File: config.mk
export PLATFORM = sky130hd
export DESIGN_NAME = uart_channel_core
export DESIGN_NICKNAME = d
export VERILOG_FILES = /design/src/core/uart_channel_core.v
export VERILOG_INCLUDE_DIRS = /design/src /design/src/core
export SDC_FILE = /design/constraint.sdc
export NUM_CORES = 1
export LEC_CHECK = 0
export BUFFER_PORTS_ARGS = -buffer_cell sky130_fd_sc_hd__buf_4
export CORE_MARGIN = 2
export CORE_UTILIZATION = 47
export CTS_CLUSTER_DIAMETER = 100
export DETAILED_ROUTE_END_ITERATION = 10
export PLACE_DENSITY_LB_ADDON = 0.12
export SLEW_MARGIN = 20
export SYNTH_ARGS = -nofsm -noshare
export SYNTH_HDL_FRONTEND = slang
export SYNTH_SLANG_ARGS = --single-unit
File: constraint.sdc
create_clock -name clk_sys_in -period 5.4 [get_ports clk_sys_in]
set_clock_uncertainty 0.2 [all_clocks]
set_input_delay 1.08 -clock clk_sys_in [delete_from_list [all_inputs] [get_ports clk_sys_in]]
set_output_delay 1.08 -clock clk_sys_in [all_outputs]
set_load 0.03 [all_outputs]
File: src/core/uart_channel_consts.vh
/*
  Constants for the serial channel core: register addresses, field
  positions, reset values and timing counts.
  Assumes inclusion by bare name from the channel core only.
*/
`ifndef UART_CHANNEL_CONSTS_VH
`define UART_CHANNEL_CONSTS_VH

`define ADDR_DATA 3'h0
`define ADDR_IRQ_ENABLE 3'h1
`define ADDR_IRQ_STATUS 3'h2
`define ADDR_LINE_CONTROL 3'h3
`define ADDR_MODEM_CONTROL 3'h4
`define ADDR_LINE_STATUS 3'h5
`define ADDR_MODEM_STATUS 3'h6
`define ADDR_SCRATCH 3'h7

`define IRQ_ENABLE_RESET 4'h0
`define LINE_CONTROL_RESET 8'h00
`define MODEM_CONTROL_RESET 5'h00
`define DIVISOR_RESET 16'h0001
`define SCRATCH_RESET 8'hff

`define LC_DLAB 7
`define LC_BREAK 6
`define LC_FORCE 5
`define LC_EVEN 4
`define LC_PAR_EN 3
`define LC_STOP 2

`define MC_DTR 0
`define MC_RTS 1
`define MC_OUT1 2
`define MC_OUT2 3
`define MC_LOOP 4

`define IE_RX 0
`define IE_TX 1
`define IE_LINE 2
`define IE_MODEM 3

`define ISR_NONE 4'h1
`define ISR_LINE 4'h6
`define ISR_RX 4'h4
`define ISR_TX 4'h2
`define ISR_MODEM 4'h0

`define OVERSAMPLE 4'hf
`define START_SAMPLE 4'h7
`define HALF_BIT 4'h7

`endif

File: src/core/uart_channel_core.v
/*
  One asynchronous serial channel: holding and shift registers for both
  directions, line format control, prioritised interrupt status and modem
  control with loop-back. Assumes clk_sys_in is the only clock, all inputs
  are synchronous to it, and the host strobes are single-cycle.
*/
// Chosen here: the register addresses and the strobed register port.
`timescale 1ns/100ps
`default_nettype none
`include "uart_channel_consts.vh"

// Overview of operation
// - Host write loads 8-bit data into tx holding register when it may accept.
// - Holding-empty flag sets only when the character moves to the shifter.
// - Start edge counted at 16x; sampled after 7.5 clocks, high means false start.
// - Enable bit 0 gates receive-ready, raised while rx holding register full.
// - Enable bit 1 gates transmit-empty, raised when tx holding register empties.
// - Enable bit 2 gates line status interrupt; resets to zero.
// - Enable bit 3 gates modem status interrupt; upper enable bits read zero.
// - Status reports highest pending level: 0110, 0100, 0010, 0000.
// - Reading status clears only a reported transmit-empty interrupt; lower ones follow.
// - Status bit 0 low when pending, high when idle; bits 7:4 zero.
// - Line control bits 1:0 pick five to eight data bits.
// - Bit 2 gives one stop bit, or 1.5 with five bits, else 2.
// - Bit 3 adds parity on transmit and checks it on receive.
// - Bit 4 picks odd when zero, even when one.
// - With bit 5 set parity is fixed to not bit 4.
// - Outside loop-back, bit 6 holds serial output low for break until cleared.
// - Bit 7 redirects offsets zero and one to the divisor latch.
// - Outside loop-back, modem bits 0 and 1 drive terminal-ready and request-to-send pins inverted.
// - Modem bit 2 supplies ring indicate only in loop-back.
// - Modem bit 3 enables interrupt pin drive; in loop-back drives carrier detect.
// - Modem bit 4 enables loop-back; bits 7:5 read zero.
// - In loop-back clear-to-send status mirrors request-to-send control bit.
// - Divisor registers reachable only with chip select and bit 7 set.
module uart_channel_core (
  input wire clk_sys_in,
  input wire sys_rst_in,
  input wire cs_in,
  input wire [2:0] addr_in,
  input wire [7:0] wdata_in,
  input wire wr_in,
  input wire rd_in,
  output reg [7:0] rdata_out,
  input wire rx_in,
  output wire tx_out,
  input wire cts_n_in,
  input wire dsr_n_in,
  input wire ring_indicate_n_in,
  input wire carrier_detect_n_in,
  output wire dtr_n_out,
  output wire rts_n_out,
  output wire irq_out,
  output wire irq_oe_n_out
);

  localparam TX_IDLE = 3'h0;
  localparam TX_START = 3'h1;
  localparam TX_DATA = 3'h2;
  localparam TX_PAR = 3'h3;
  localparam TX_STOP = 3'h4;
  localparam RX_IDLE = 3'h0;
  localparam RX_START = 3'h1;
  localparam RX_DATA = 3'h2;
  localparam RX_PAR = 3'h3;
  localparam RX_STOP = 3'h4;

  reg [7:0] line_control_r;
  reg [3:0] irq_enable_r;
  reg [4:0] modem_control_r;
  reg [15:0] divisor_r;
  reg [7:0] scratch_r;
  reg [7:0] tx_holding_r;
  reg tx_holding_full_r;
  reg [7:0] tx_shifter_r;
  reg [2:0] tx_state_r;
  reg [3:0] tx_tick_r;
  reg [2:0] tx_bit_r;
  reg [1:0] tx_stop_r;
  reg tx_line_r;
  reg tx_par_r;
  reg [7:0] rx_holding_r;
  reg rx_ready_r;
  reg [7:0] rx_shifter_r;
  reg [2:0] rx_state_r;
  reg [3:0] rx_tick_r;
  reg [2:0] rx_bit_r;
  reg rx_par_r;
  reg rx_prev_r;
  reg overrun_r;
  reg parity_err_r;
  reg framing_err_r;
  reg break_r;
  reg tx_irq_r;
  reg [3:0] msr_delta_r;
  reg [3:0] msr_prev_r;
  reg [15:0] baud_cnt_r;
  reg tick_r;

  // Character length field to index of last data bit
  function [2:0] last_bit;
    input [1:0] len;
    begin
      last_bit = {1'b1, len};
    end
  endfunction

  // Parity bit for a character: forced, odd or even
  function par_bit;
    input [7:0] lc;
    input [7:0] data;
    reg [7:0] masked;
    begin
      masked = data & ~(8'hff << ({3'h0, lc[1:0]} + 4'h5));
      if (lc[`LC_FORCE])
        par_bit = ~lc[`LC_EVEN];
      else
        par_bit = (^masked) ^ ~lc[`LC_EVEN];
    end
  endfunction

  wire loop_w = modem_control_r[`MC_LOOP];
  wire dlab_w = line_control_r[`LC_DLAB];
  wire wr_w = cs_in & wr_in;
  wire rd_w = cs_in & rd_in;
  wire div_sel_w = dlab_w & ~addr_in[2] & ~addr_in[1];
  wire rx_line_w = loop_w ? tx_line_r : rx_in;
  // Loop-back modem lines feed status from control bits
  wire cts_w = loop_w ? modem_control_r[`MC_RTS] : ~cts_n_in;
  wire dsr_w = loop_w ? modem_control_r[`MC_DTR] : ~dsr_n_in;
  wire ri_w = loop_w ? modem_control_r[`MC_OUT1] : ~ring_indicate_n_in;
  wire cd_w = loop_w ? modem_control_r[`MC_OUT2] : ~carrier_detect_n_in;
  wire [3:0] msr_now_w = {cd_w, ri_w, dsr_w, cts_w};
  wire line_pend_w = irq_enable_r[`IE_LINE] &
    (overrun_r | parity_err_r | framing_err_r | break_r);
  wire rx_pend_w = irq_enable_r[`IE_RX] & rx_ready_r;
  wire tx_pend_w = irq_enable_r[`IE_TX] & tx_irq_r;
  wire modem_pend_w = irq_enable_r[`IE_MODEM] & (|msr_delta_r);
  reg [3:0] isr_w;

  always @*
  begin
    if (line_pend_w)
      isr_w = `ISR_LINE;
    else if (rx_pend_w)
      isr_w = `ISR_RX;
    else if (tx_pend_w)
      isr_w = `ISR_TX;
    else if (modem_pend_w)
      isr_w = `ISR_MODEM;
    else
      isr_w = `ISR_NONE;
  end

  wire tx_empty_w = ~tx_holding_full_r;
  wire tsr_empty_w = tx_empty_w & (tx_state_r == TX_IDLE);
  wire [7:0] line_status_w = {1'b0, tsr_empty_w, tx_empty_w, break_r,
    framing_err_r, parity_err_r, overrun_r, rx_ready_r};
  wire [7:0] modem_status_w = {msr_now_w, msr_delta_r};

  // Line driving: break overrides, loop-back keeps pin idle
  assign tx_out = loop_w ? 1'b1 : (tx_line_r & ~line_control_r[`LC_BREAK]);
  assign dtr_n_out = loop_w | ~modem_control_r[`MC_DTR];
  assign rts_n_out = loop_w | ~modem_control_r[`MC_RTS];
  assign irq_out = ~isr_w[0];
  assign irq_oe_n_out = ~modem_control_r[`MC_OUT2];

  // 16x rate enable from the divisor; zero divisor treated as one
  always @(posedge clk_sys_in or posedge sys_rst_in)
  begin
    if (sys_rst_in)
    begin
      baud_cnt_r <= 16'h0000;
      tick_r <= 1'b0;
    end
    else if (baud_cnt_r + 16'h0001 >= divisor_r)
    begin
      baud_cnt_r <= 16'h0000;
      tick_r <= 1'b1;
    end
    else
    begin
      baud_cnt_r <= baud_cnt_r + 16'h0001;
      tick_r <= 1'b0;
    end
  end

  // Register writes and read data
  always @(posedge clk_sys_in or posedge sys_rst_in)
  begin
    if (sys_rst_in)
    begin
      line_control_r <= `LINE_CONTROL_RESET;
      irq_enable_r <= `IRQ_ENABLE_RESET;
      modem_control_r <= `MODEM_CONTROL_RESET;
      divisor_r <= `DIVISOR_RESET;
      scratch_r <= `SCRATCH_RESET;
      rdata_out <= 8'h00;
    end
    else
    begin
      if (wr_w)
      begin
        case (addr_in)
          `ADDR_DATA: if (div_sel_w) divisor_r[7:0] <= wdata_in;
          `ADDR_IRQ_ENABLE:
            if (dlab_w) divisor_r[15:8] <= wdata_in;
            else irq_enable_r <= wdata_in[3:0];
          `ADDR_LINE_CONTROL: line_control_r <= wdata_in;
          `ADDR_MODEM_CONTROL: modem_control_r <= wdata_in[4:0];
          `ADDR_SCRATCH: scratch_r <= wdata_in;
          default: scratch_r <= scratch_r;
        endcase
      end
      rdata_out <= 8'h00;
      if (rd_w)
      begin
        case (addr_in)
          `ADDR_DATA: rdata_out <= dlab_w ? divisor_r[7:0] : rx_holding_r;
          `ADDR_IRQ_ENABLE: rdata_out <= dlab_w ? divisor_r[15:8] : {4'h0, irq_enable_r};
          `ADDR_IRQ_STATUS: rdata_out <= {4'h0, isr_w};
          `ADDR_LINE_CONTROL: rdata_out <= line_control_r;
          `ADDR_MODEM_CONTROL: rdata_out <= {3'h0, modem_control_r};
          `ADDR_LINE_STATUS: rdata_out <= line_status_w;
          `ADDR_MODEM_STATUS: rdata_out <= modem_status_w;
          default: rdata_out <= scratch_r;
        endcase
      end
    end
  end

  wire thr_wr_w = wr_w & (addr_in == `ADDR_DATA) & ~dlab_w;
  wire isr_rd_w = rd_w & (addr_in == `ADDR_IRQ_STATUS);
  wire lsr_rd_w = rd_w & (addr_in == `ADDR_LINE_STATUS);
  wire msr_rd_w = rd_w & (addr_in == `ADDR_MODEM_STATUS);
  wire rhr_rd_w = rd_w & (addr_in == `ADDR_DATA) & ~dlab_w;
  wire tx_load_w = tick_r & (tx_state_r == TX_IDLE) & tx_holding_full_r;
  wire tx_bit_end_w = tick_r & (tx_tick_r == `OVERSAMPLE);

  // Transmitter
  always @(posedge clk_sys_in or posedge sys_rst_in)
  begin
    if (sys_rst_in)
    begin
      tx_holding_r <= 8'h00;
      tx_holding_full_r <= 1'b0;
      tx_irq_r <= 1'b1;
      tx_shifter_r <= 8'h00;
      tx_state_r <= TX_IDLE;
      tx_tick_r <= 4'h0;
      tx_bit_r <= 3'h0;
      tx_stop_r <= 2'h0;
      tx_line_r <= 1'b1;
      tx_par_r <= 1'b0;
    end
    else
    begin
      // Writes while both stages are busy are dropped
      if (thr_wr_w & (tx_empty_w | tx_load_w))
      begin
        tx_holding_r <= wdata_in;
        tx_holding_full_r <= 1'b1;
      end
      else if (tx_load_w)
        tx_holding_full_r <= 1'b0;
      // Character move sets the event over a same-cycle status read
      if (tx_load_w & ~thr_wr_w)
        tx_irq_r <= 1'b1;
      else if (thr_wr_w | (isr_rd_w & isr_w == `ISR_TX))
        tx_irq_r <= 1'b0;
      if (tick_r)
        tx_tick_r <= (tx_state_r == TX_IDLE) ? 4'h0 : tx_tick_r + 4'h1;
      case (tx_state_r)
        TX_IDLE:
          if (tx_load_w)
          begin
            tx_shifter_r <= tx_holding_r;
            tx_par_r <= par_bit(line_control_r, tx_holding_r);
            tx_line_r <= 1'b0;
            tx_state_r <= TX_START;
          end
        TX_START:
          if (tx_bit_end_w)
          begin
            tx_line_r <= tx_shifter_r[0];
            tx_bit_r <= 3'h0;
            tx_state_r <= TX_DATA;
          end
        TX_DATA:
          if (tx_bit_end_w)
          begin
            if (tx_bit_r == last_bit(line_control_r[1:0]))
            begin
              if (line_control_r[`LC_PAR_EN])
              begin
                tx_line_r <= tx_par_r;
                tx_state_r <= TX_PAR;
              end
              else
              begin
                tx_line_r <= 1'b1;
                tx_stop_r <= 2'h0;
                tx_state_r <= TX_STOP;
              end
            end
            else
            begin
              tx_shifter_r <= {1'b0, tx_shifter_r[7:1]};
              tx_line_r <= tx_shifter_r[1];
              tx_bit_r <= tx_bit_r + 3'h1;
            end
          end
        TX_PAR:
          if (tx_bit_end_w)
          begin
            tx_line_r <= 1'b1;
            tx_stop_r <= 2'h0;
            tx_state_r <= TX_STOP;
          end
        TX_STOP:
          // Half-bit steps: 2 for one stop, 3 for 1.5, 4 for two
          if (tick_r & (tx_tick_r[2:0] == `HALF_BIT))
          begin
            tx_stop_r <= tx_stop_r + 2'h1;
            if ((~line_control_r[`LC_STOP] & tx_stop_r == 2'h1) |
                (line_control_r[`LC_STOP] & line_control_r[1:0] == 2'h0 & tx_stop_r == 2'h2) |
                (tx_stop_r == 2'h3))
              tx_state_r <= TX_IDLE;
          end
        default: tx_state_r <= TX_IDLE;
      endcase
    end
  end

  wire rx_mid_w = tick_r & (rx_tick_r == `OVERSAMPLE);

  // Receiver
  always @(posedge clk_sys_in or posedge sys_rst_in)
  begin
    if (sys_rst_in)
    begin
      rx_holding_r <= 8'h00;
      rx_ready_r <= 1'b0;
      rx_shifter_r <= 8'h00;
      rx_state_r <= RX_IDLE;
      rx_tick_r <= 4'h0;
      rx_bit_r <= 3'h0;
      rx_par_r <= 1'b0;
      rx_prev_r <= 1'b1;
      overrun_r <= 1'b0;
      parity_err_r <= 1'b0;
      framing_err_r <= 1'b0;
      break_r <= 1'b0;
    end
    else
    begin
      rx_prev_r <= rx_line_w;
      if (rhr_rd_w)
        rx_ready_r <= 1'b0;
      // Errors clear on a status read unless raised in the same cycle
      if (lsr_rd_w)
      begin
        overrun_r <= 1'b0;
        parity_err_r <= 1'b0;
        framing_err_r <= 1'b0;
        break_r <= 1'b0;
      end
      if (tick_r)
        rx_tick_r <= rx_tick_r + 4'h1;
      case (rx_state_r)
        RX_IDLE:
          if (rx_prev_r & ~rx_line_w)
          begin
            rx_tick_r <= 4'h0;
            rx_state_r <= RX_START;
          end
        RX_START:
          // Falling edge lands mid-tick, so seven ticks is the 7.5 point
          if (tick_r & (rx_tick_r == `START_SAMPLE - 4'h1))
          begin
            rx_tick_r <= 4'h0;
            rx_bit_r <= 3'h0;
            rx_shifter_r <= 8'h00;
            rx_state_r <= rx_line_w ? RX_IDLE : RX_DATA;
          end
        RX_DATA:
          if (rx_mid_w)
          begin
            rx_shifter_r[rx_bit_r] <= rx_line_w;
            rx_bit_r <= rx_bit_r + 3'h1;
            if (rx_bit_r == last_bit(line_control_r[1:0]))
              rx_state_r <= line_control_r[`LC_PAR_EN] ? RX_PAR : RX_STOP;
          end
        RX_PAR:
          if (rx_mid_w)
          begin
            rx_par_r <= rx_line_w;
            rx_state_r <= RX_STOP;
          end
        RX_STOP:
          // Only the first stop bit is checked
          if (rx_mid_w)
          begin
            rx_state_r <= RX_IDLE;
            if (line_control_r[`LC_PAR_EN] & (rx_par_r != par_bit(line_control_r, rx_shifter_r)))
              parity_err_r <= 1'b1;
            if (~rx_line_w)
              framing_err_r <= 1'b1;
            if (~rx_line_w & ~(|rx_shifter_r))
              break_r <= 1'b1;
            if (rx_ready_r & ~rhr_rd_w)
              overrun_r <= 1'b1;
            else
            begin
              rx_holding_r <= rx_shifter_r;
              rx_ready_r <= 1'b1;
            end
          end
        default: rx_state_r <= RX_IDLE;
      endcase
    end
  end

  // Modem change flags: a change beats a same-cycle read
  always @(posedge clk_sys_in or posedge sys_rst_in)
  begin
    if (sys_rst_in)
    begin
      msr_prev_r <= 4'h0;
      msr_delta_r <= 4'h0;
    end
    else
    begin
      msr_prev_r <= msr_now_w;
      msr_delta_r <= (msr_rd_w ? 4'h0 : msr_delta_r) |
        {msr_prev_r[3] ^ cd_w, msr_prev_r[2] & ~ri_w,
        msr_prev_r[1] ^ dsr_w, msr_prev_r[0] ^ cts_w};
    end
  end

endmodule
`default_nettype wire

==> flow_metrics.env, run 1 <==
export IMPL_cts_resized=0
export IMPL_slowest_stage="o41ai_2"
export IMPL_die_area_um2=17530
export IMPL_ys_flop_type="dfrtp_1"
export IMPL_grt_overflow=0
export IMPL_reg2reg_to="baud_cnt_r[6]"
export IMPL_regToRegSetupSlack_ps=2340
export IMPL_max_freq_mhz=311.3
export IMPL_io_pin_count=34
export IMPL_required_ps=4120
export IMPL_syn_to_final_growth_pct=11.71
export IMPL_slew_headroom=0.3636
export IMPL_fin_crit_ps=3213
export IMPL_slew_viol_final=0
export IMPL_syn_inst=757
export IMPL_htree_num_levels=4
export IMPL_cpPeakStageDelay_ps=580
export IMPL_path_max_fanout=4
export IMPL_leakagePower_nw=4.004
export IMPL_nNetsFinal=825
export IMPL_finalHoldViolCount=0
export IMPL_cts_tree="done"
export IMPL_antenna_found_initial=0
export IMPL_cap_violations=0
export IMPL_antenna_diode_count=0
export IMPL_grt_max_degree=105
export IMPL_worst_pin_slew_ps=954.6
export IMPL_place_congestion=0.8798
export IMPL_wl_per_cell_um=18.84
export IMPL_grt_pass1_wl_mm=31.22
export IMPL_routed_wl_mm=18.94
export IMPL_cts_root_buf="clkbuf_16"
export IMPL_ys_seq_area_frac=0.4509
export IMPL_final_setup_tns_ps=0
export IMPL_ant_nets=0
export IMPL_post_route_util=0.5409
export IMPL_finalCritPeriodShare=0.5949
export IMPL_num_vias=5804
export IMPL_synth_distinct_cells=75
export IMPL_finalSetupViolCount=0
export IMPL_synth_simple_area_share=0.1537
export IMPL_dr_pass1_iters=6
export IMPL_drt_met1_wl_mm=8.765
export IMPL_drt_iter0_drc=526
export IMPL_synth_area_um2=7747
export IMPL_holdPathStages=2
export IMPL_drive_above_1_share=0.1914
export IMPL_drt_vias_per_instance=5.775
export IMPL_grtUsageTotal=0.2280
export IMPL_std_cell_rows=46
export IMPL_highest_layer="met4"
export IMPL_start_util=0.4842
export IMPL_die_h_um=132.4
export IMPL_fill_cells=1483
export IMPL_max_vdd_ir_drop_mv=0.2132
export IMPL_wl_met3_um=864
export IMPL_min_to="tx_shifter_r[5]"
export IMPL_synthAdderAreaFrac=0.04522
export IMPL_outcome="finished clean"
export IMPL_fp_coreArea_um2=16000
export IMPL_layout_cells_most_common="dfrtp_1"
export IMPL_hold_path_class="register to register"
export IMPL_grt_pass1_vias=5771
export IMPL_clock_path_buffers=2
export IMPL_clkSlewWorstSetupHoldPaths_ps=60
export IMPL_cts_setup_buffers=0
export IMPL_final_cell_mix="dfrtp_1, nand2_1, o21ai_0, mux2_2, inv_1"
export IMPL_startpoint_type="register"
export IMPL_power_density_nw_per_um2=345.3
export IMPL_clock_latency_ps=420
export IMPL_place_hpwl_mm=13.33
export IMPL_synth_top_family_by_area="simple AND/OR/NAND/NOR gates"
export IMPL_synth_xor_area_share=0.04393
export IMPL_avgSynthCellArea_um2=10.23
export IMPL_yosys_warnings=0
export IMPL_io_buffers=33
export IMPL_cts_sinks=139
export IMPL_worstSetupEndpointType="output pin"
export IMPL_critical_path_arrival_ps=1930
export IMPL_fp_dieW_um=132.4
export IMPL_syn_nets=806
export IMPL_power_mw=2.989
export IMPL_min_delay_start="tx_shifter_r[5]"
export IMPL_numCtsBuffers=17
export IMPL_r2r_start="baud_cnt_r[0]"
export IMPL_synth_edf_count=0
export IMPL_drc=0
export IMPL_r2r_worst_path_cells=11
export IMPL_ys_ff_latch=139
export IMPL_muxShareOfSynthArea=0.1145
export IMPL_routed_wl_met2_mm=8.775
export IMPL_crit_chain="o41ai_2, nand4_1, buf_4"
export IMPL_hold_buffers=0
export IMPL_rsz0062_at_grt="false"
export IMPL_async_flop_share=1.000
export IMPL_synth_compound_area_frac=0.1437
export IMPL_worst_setup_path_type="register to output pin"
## layer usage
| layer | vias up | global-route usage |
|---|---|---|
| met5 | - | 0 |
| met4 | 0 | 0.08423 |
| met3 | 35 | 0.05344 |
| met2 | 180 | 0.3492 |
| met1 | 2864 | 0.3164 |
| li1 | 2725 | - |
## Yosys cell counts, drive strengths merged, types with 8 or more instances
master	instances	area (um2)
o21ai	56	291.5
a21o	8	60.06
mux2	49	551.8
mux2i	30	312.8
xnor2	19	181.4
nand4	10	77.57
ha	28	350.3
inv	48	180.2
nand3b	9	67.56
buf	22	146.4
clkbuf	12	45.04
nor3	12	86.34
nand3	23	115.1
a211oi	16	120.1
dfrtp	127	3178
a31oi	15	108.9
dfstp	12	315.3
nand2	92	345.3
nand2b	13	81.33
o22ai	8	63.81
a21oi	26	156.4
xor2	13	113.9
nor2	34	132.6
## kinds of logic (layout without fill, tap and decap cells)
group	Yosys count	after routing
adders and majority gates	28	28
AOI/OAI and AO/OA	162	162
xor gates and xnor gates	34	34
buffers and inverters	82	114
DFF	139	139
and+or+nand+nor	232	232
muxes	80	80
## critical path, delay by kind of cell (launching register included)
| kind | cells | cell delay [ps] |
|---|---|---|
| AOI/OAI and AO/OA | 1 | 580 |
| DFF | 1 | 440 |
| and+or+nand+nor | 1 | 250 |
| buffers and inverters | 1 | 240 |
## area by class of cell
cell class	instances	area, um2	area share
sequential	139	3493	0.4036
inverter	48	185.2	0.02140
multi-input combinational	536	3886	0.4490
clock buffer	24	471.7	0.05450
clock inverter	8	92.59	0.01070
tap	216	270.3	0.03123
timing repair buffer	34	255.2	0.02949
## worst max path at each step
| stage | from | depth (start not counted) | slack [ps] | to |
|---|---|---|---|---|
| floorplan | sys_rst_in | 1 | 420 | baud_cnt_r[0] |
| global placement | baud_cnt_r[0] | 9 | 2210 | baud_cnt_r[15] |
| detailed placement | addr_in[1] | 6 | 2350 | tx_holding_r[0] |
| CTS | framing_err_r | 3 | 2250 | irq_out |
| global route | baud_cnt_r[0] | 11 | 2020 | baud_cnt_r[6] |
| finish | framing_err_r | 3 | 2190 | irq_out |
## state kept, by name, indices dropped and copies added (netlist names), 8 cells and up
register,flops
tx_holding_r,8
rx_holding_r,8
rx_shifter_r,8
baud_cnt_r,16
line_control_r,8
rdata_out,8
scratch_r,8
divisor_r,16
tx_shifter_r,8
## metrics by stage
stage	setup slack, ps	std cells	hold slack, ps	instance area, um2
2_1_floorplan	415.3	757	244.3	7747
3_3_place_gp	2209	973	265.2	8087
3_5_place_dp	2348	973	274.8	8090
4_1_cts	2250	1005	287.6	8655
5_1_grt	2015	1005	308.5	8655
6_report	2187	1005	283.6	8655
## power breakdown
group / internal [mW] / switching (mW) / leakage, nW
registers: 1.17 / 0.159 / 1.75
clock network: 0.699 / 0.423 / 0.278
logic: 0.230 / 0.306 / 1.97
(Power assumes the default switching activity.)
==> run 2: changes to the inputs <==
==> constraint.sdc (replaced) <==
create_clock -name clk_sys_in -period 3 [get_ports clk_sys_in]
set_clock_uncertainty 0.2 [all_clocks]
set_input_delay 0.6 -clock clk_sys_in [delete_from_list [all_inputs] [get_ports clk_sys_in]]
set_output_delay 0.6 -clock clk_sys_in [all_outputs]
set_load 0.03 [all_outputs]
==> flow_metrics.env, run 2 (synthesized netlist as in run 1, its figures left out) <==
export IMPL_cts_sinks=139
export IMPL_start_util=0.4842
export IMPL_grt_max_degree=45
export IMPL_cts_tree="done"
export IMPL_power_density_nw_per_um2=643.1
export IMPL_syn_to_final_growth_pct=16.15
export IMPL_drive_above_1_share=0.2265
export IMPL_drt_iter0_drc=464
export IMPL_finalCritPeriodShare=0.9649
export IMPL_required_ps=3130
export IMPL_slew_viol_final=0
export IMPL_layout_setup_ws_ps=105.2
export IMPL_die_h_um=132.4
export IMPL_r2r_start="baud_cnt_r[4]"
export IMPL_antenna_found_initial=0
export IMPL_grt_pass1_wl_mm=31.19
export IMPL_place_ws_ps=-62.61
export IMPL_numCtsBuffers=17
export IMPL_std_cell_rows=46
export IMPL_regToRegSetupSlack_ps=110
export IMPL_num_vias=5860
export IMPL_whs_ps=120.7
export IMPL_routed_wl_mm=19.13
export IMPL_clkSlewWorstSetupHoldPaths_ps=60
export IMPL_critical_path_arrival_ps=3030
export IMPL_wl_per_cell_um=18.68
export IMPL_grt_overflow=0
export IMPL_hold_buffers=0
export IMPL_nNetsFinal=844
export IMPL_place_hpwl_mm=13.57
export IMPL_slew_headroom=0.4710
export IMPL_largestRegisters="baud_cnt_r: 16 flops, divisor_r: 16 flops"
export IMPL_outcome="finished clean"
export IMPL_cts_root_buf="clkbuf_16"
export IMPL_dr_pass1_iters=5
export IMPL_clock_latency_ps=420
export IMPL_startpoint_type="register"
export IMPL_clock_path_buffers=2
export IMPL_path_max_fanout=8
export IMPL_max_vdd_ir_drop_mv=0.4514
export IMPL_finalHoldViolCount=0
export IMPL_grtUsageTotal=0.2273
export IMPL_cap_violations=0
export IMPL_antenna_diode_count=0
export IMPL_fp_coreArea_um2=16000
export IMPL_reg2reg_to="baud_cnt_r[3]"
export IMPL_die_area_um2=17530
export IMPL_htree_num_levels=4
export IMPL_io_pin_count=34
export IMPL_final_cell_mix="dfrtp_1, nand2_1, buf_4, o21ai_0, mux2_2"
export IMPL_place_congestion=0.8818
export IMPL_drc=0
export IMPL_hold_path_class="input port to async pin"
export IMPL_io_buffers=33
export IMPL_worst_setup_path_type="register to register"
export IMPL_fin_crit_ps=2895
export IMPL_max_freq_mhz=345.5
export IMPL_power_mw=5.787
export IMPL_ant_nets=0
export IMPL_grt_pass1_vias=5803
export IMPL_worstSetupEndpointType="register"
export IMPL_leakagePower_nw=4.155
export IMPL_r2r_worst_path_cells=9
export IMPL_finalSetupViolCount=0
export IMPL_worst_pin_slew_ps=791.8
export IMPL_fp_dieW_um=132.4
export IMPL_post_route_util=0.5624
export IMPL_layout_cells_most_common="dfrtp_1"
export IMPL_drt_vias_per_instance=5.723
-- run 2: per-stage QoR --
| step | TNS, ps | cells | instance area (um2) |
|---|---|---|---|
| 2_1_floorplan | 0 | 757 | 7751 |
| 3_3_place_gp | -2963 | 989 | 8230 |
| 3_5_place_dp | -157.6 | 989 | 8234 |
| 4_1_cts | 0 | 1021 | 8905 |
| 5_1_grt | -126.1 | 1024 | 8999 |
| 6_report | 0 | 1024 | 8999 |
-- run 2: area by class of cell --
cell class | instances | area [um2]
clock buffer | 21 | 470.5
multi-input combinational | 537 | 3976
sequential | 139 | 3493
timing repair buffer | 52 | 415.4
tap | 216 | 270.3
clock inverter | 11 | 188.9
fill | 1391 | 7002
inverter | 48 | 183.9
-- run 2: worst max-delay path by stage --
stage	from	endpoint
floorplan	baud_cnt_r[0]	baud_cnt_r[0]
global placement	baud_cnt_r[0]	baud_cnt_r[13]
detailed placement	baud_cnt_r[0]	baud_cnt_r[12]
CTS	baud_cnt_r[0]	baud_cnt_r[12]
global route	baud_cnt_r[4]	baud_cnt_r[3]
finish	baud_cnt_r[4]	baud_cnt_r[3]
-- run 2: report_power, final --
part	internal [mW]	switching [mW]
logic	0.460	0.601
clock network	1.54	0.809
registers	2.11	0.269
total	4.11	1.68
-- run 2: timing repair --
item                       4_1_cts  5_1_grt
setup endpoints to repair        7       17
gates resized for setup          2       12
setup buffers                    0        2
cloned                           0        1
pin swaps                        0        3
-- run 2: worst max-delay path: stages, from the launching register on --
cell,delay [ps]
dfrtp_1,420
nand4_1,200
nor3_2,220
xor2_1,250
ha_1,300
a21o_1,180
a21o_1,200
a21oi_4,280
o211ai_2,250
a211oi_1,280
-- run 2: routing by layer --
layer / vias up / GRT usage / routed length (um)
met5: - / 0 / 0
met4: 0 / 0.08841 / 547
met3: 35 / 0.05229 / 902
met2: 183 / 0.3581 / 8950
met1: 2868 / 0.3056 / 8732
li1: 2774 / - / -
==> run 3: changes to the inputs <==
--- a/config.mk
+++ b/config.mk
@@ -11,6 +11,7 @@
 export CORE_UTILIZATION = 47
 export CTS_CLUSTER_DIAMETER = 100
 export DETAILED_ROUTE_END_ITERATION = 10
+export MAX_ROUTING_LAYER = met4
 export PLACE_DENSITY_LB_ADDON = 0.12
 export SLEW_MARGIN = 20
 export SYNTH_ARGS = -nofsm -noshare
==> flow_metrics.env, run 3 (synthesized netlist as in run 1, its figures left out) <==
export IMPL_io_buffers=33
export IMPL_wl_per_cell_um=18.98
export IMPL_drive_above_1_share=0.2270
export IMPL_grt_max_degree=76
export IMPL_hold_path_class="input port to async pin"
export IMPL_drc=0
export IMPL_worst_path_buf_inv=2
export IMPL_crit_chain="ha_1, and2_2, nand2_1, xor2_2, inv_1, ha_1, a211oi_1, nand2_1, a31oi_4, o211ai_4, buf_4, a21oi_1"
export IMPL_outcome="finished clean"
export IMPL_clkSlewWorstSetupHoldPaths_ps=60
export IMPL_antenna_diode_count=0
export IMPL_layout_cells_most_common="dfrtp_1"
export IMPL_numCtsBuffers=17
export IMPL_leakagePower_nw=4.144
export IMPL_fin_crit_ps=2934
export IMPL_place_ws_ps=-116.4
export IMPL_ant_nets=0
export IMPL_path_max_fanout=8
export IMPL_slew_viol_final=0
export IMPL_max_vdd_ir_drop_mv=0.5056
export IMPL_regArea_um2=3493
export IMPL_slew_headroom=0.4324
export IMPL_hold_buffers=0
export IMPL_drt_vias_per_instance=5.789
export IMPL_layout_setup_ws_ps=65.60
export IMPL_fp_dieW_um=132.4
export IMPL_multi_input_area_um2=4000
export IMPL_regToRegSetupSlack_ps=70
export IMPL_cpPeakStageDelay_ps=420
export IMPL_io_pin_count=34
export IMPL_grt_overflow=0
export IMPL_num_vias=5916
export IMPL_start_util=0.4842
export IMPL_clock_path_buffers=2
export IMPL_power_mw=5.771
export IMPL_placed_cell_area_um2=8204
export IMPL_fill_cells=1418
export IMPL_largestRegisters="baud_cnt_r: 16 flops, divisor_r: 16 flops"
export IMPL_cts_tree="done"
export IMPL_grt_pass1_vias=5889
export IMPL_dr_pass1_iters=4
export IMPL_finalCritPeriodShare=0.9781
export IMPL_nNetsFinal=842
export IMPL_routed_wl_mm=19.40
export IMPL_critPathCapture="baud_cnt_r[9]"
export IMPL_fp_coreArea_um2=16000
export IMPL_worst_pin_slew_ps=851.4
export IMPL_cap_violations=0
export IMPL_critical_path_arrival_ps=3080
export IMPL_finalHoldViolCount=0
export IMPL_max_freq_mhz=340.8
export IMPL_reg2reg_to="baud_cnt_r[9]"
export IMPL_worst_setup_path_type="register to register"
export IMPL_syn_to_final_growth_pct=16.15
export IMPL_place_hpwl_mm=13.46
export IMPL_grt_pass1_wl_mm=31.61
export IMPL_cp_depth=12
export IMPL_die_h_um=132.4
export IMPL_r2r_start="baud_cnt_r[0]"
export IMPL_cts_sinks=139
export IMPL_power_density_nw_per_um2=641.3
export IMPL_drt_iter0_drc=448
export IMPL_die_area_um2=17530
export IMPL_finalSetupViolCount=0
export IMPL_startpoint_type="register"
export IMPL_cts_root_buf="clkbuf_16"
export IMPL_grtUsageTotal=0.2357
export IMPL_crit_start="baud_cnt_r[0]"
export IMPL_worstSetupEndpointType="register"
export IMPL_place_congestion=0.8820
export IMPL_required_ps=3150
export IMPL_final_cell_mix="dfrtp_1, nand2_1, o21ai_0, mux2_2, buf_4"
export IMPL_clock_latency_ps=430
export IMPL_slowest_stage="dfrtp_1"
export IMPL_path_delay_family="compound AO/OA/AOI/OAI gates"
export IMPL_antenna_found_initial=0
export IMPL_r2r_worst_path_cells=12
export IMPL_std_cell_rows=46
export IMPL_htree_num_levels=4
export IMPL_fin_area_um2=8999
run 3: timing repair:
action	4_1_cts	5_1_grt
gates cloned	0	1
buffers inserted	0	4
endpoints found under the setup margin	11	17
resized for setup	3	15
hold endpoints to repair	0	0
pin swaps	0	5
run 3: final cells by class:
type | instances | area share
multi-input cells | 537 | 0.4445
flip-flops and latches | 139 | 0.3882
clock buffers | 20 | 0.05075
repair buffers | 50 | 0.04449
well taps | 216 | 0.03003
clock inverters | 12 | 0.02155
inverters | 48 | 0.02044
run 3: layer usage:
layer / track usage / up-vias / wire length [um]
met5: - / - / 0
met4: 0.07766 / 0 / 399
met3: 0.04537 / 33 / 849
met2: 0.3584 / 157 / 9062
met1: 0.3186 / 2954 / 9089
li1: - / 2772 / -
run 3: power breakdown:
part           internal (mW)  total (mW)  switching, mW
combinational          0.467        1.07          0.607
clock                   1.51        2.32          0.806
sequential              2.11        2.38          0.270
run 3: stage by stage:
| stage | hold WS [ps] | setup TNS (ps) | util | cells |
|---|---|---|---|---|
| after floorplan | 244.3 | 0 | - | 757 |
| after global placement | 266.5 | -2812 | 0.5125 | 985 |
| after detailed placement | 270.0 | -233.6 | 0.5127 | 985 |
| after CTS | 70.15 | 0 | 0.5544 | 1017 |
| after global routing | 97.84 | -385.9 | 0.5624 | 1022 |
| final | 67.48 | 0 | 0.5624 | 1022 |
run 3: worst min path at each step:
| stage | depth (start not counted) | end | slack (ps) |
|---|---|---|---|
| floorplan | 2 | rx_holding_r[0] | 240 |
| global placement | 2 | tx_shifter_r[5] | 270 |
| detailed placement | 2 | tx_shifter_r[2] | 270 |
| CTS | 2 | tx_shifter_r[1] | 70 |
| global route | 2 | tx_shifter_r[1] | 100 |
| finish | 2 | tx_shifter_r[1] | 70 |
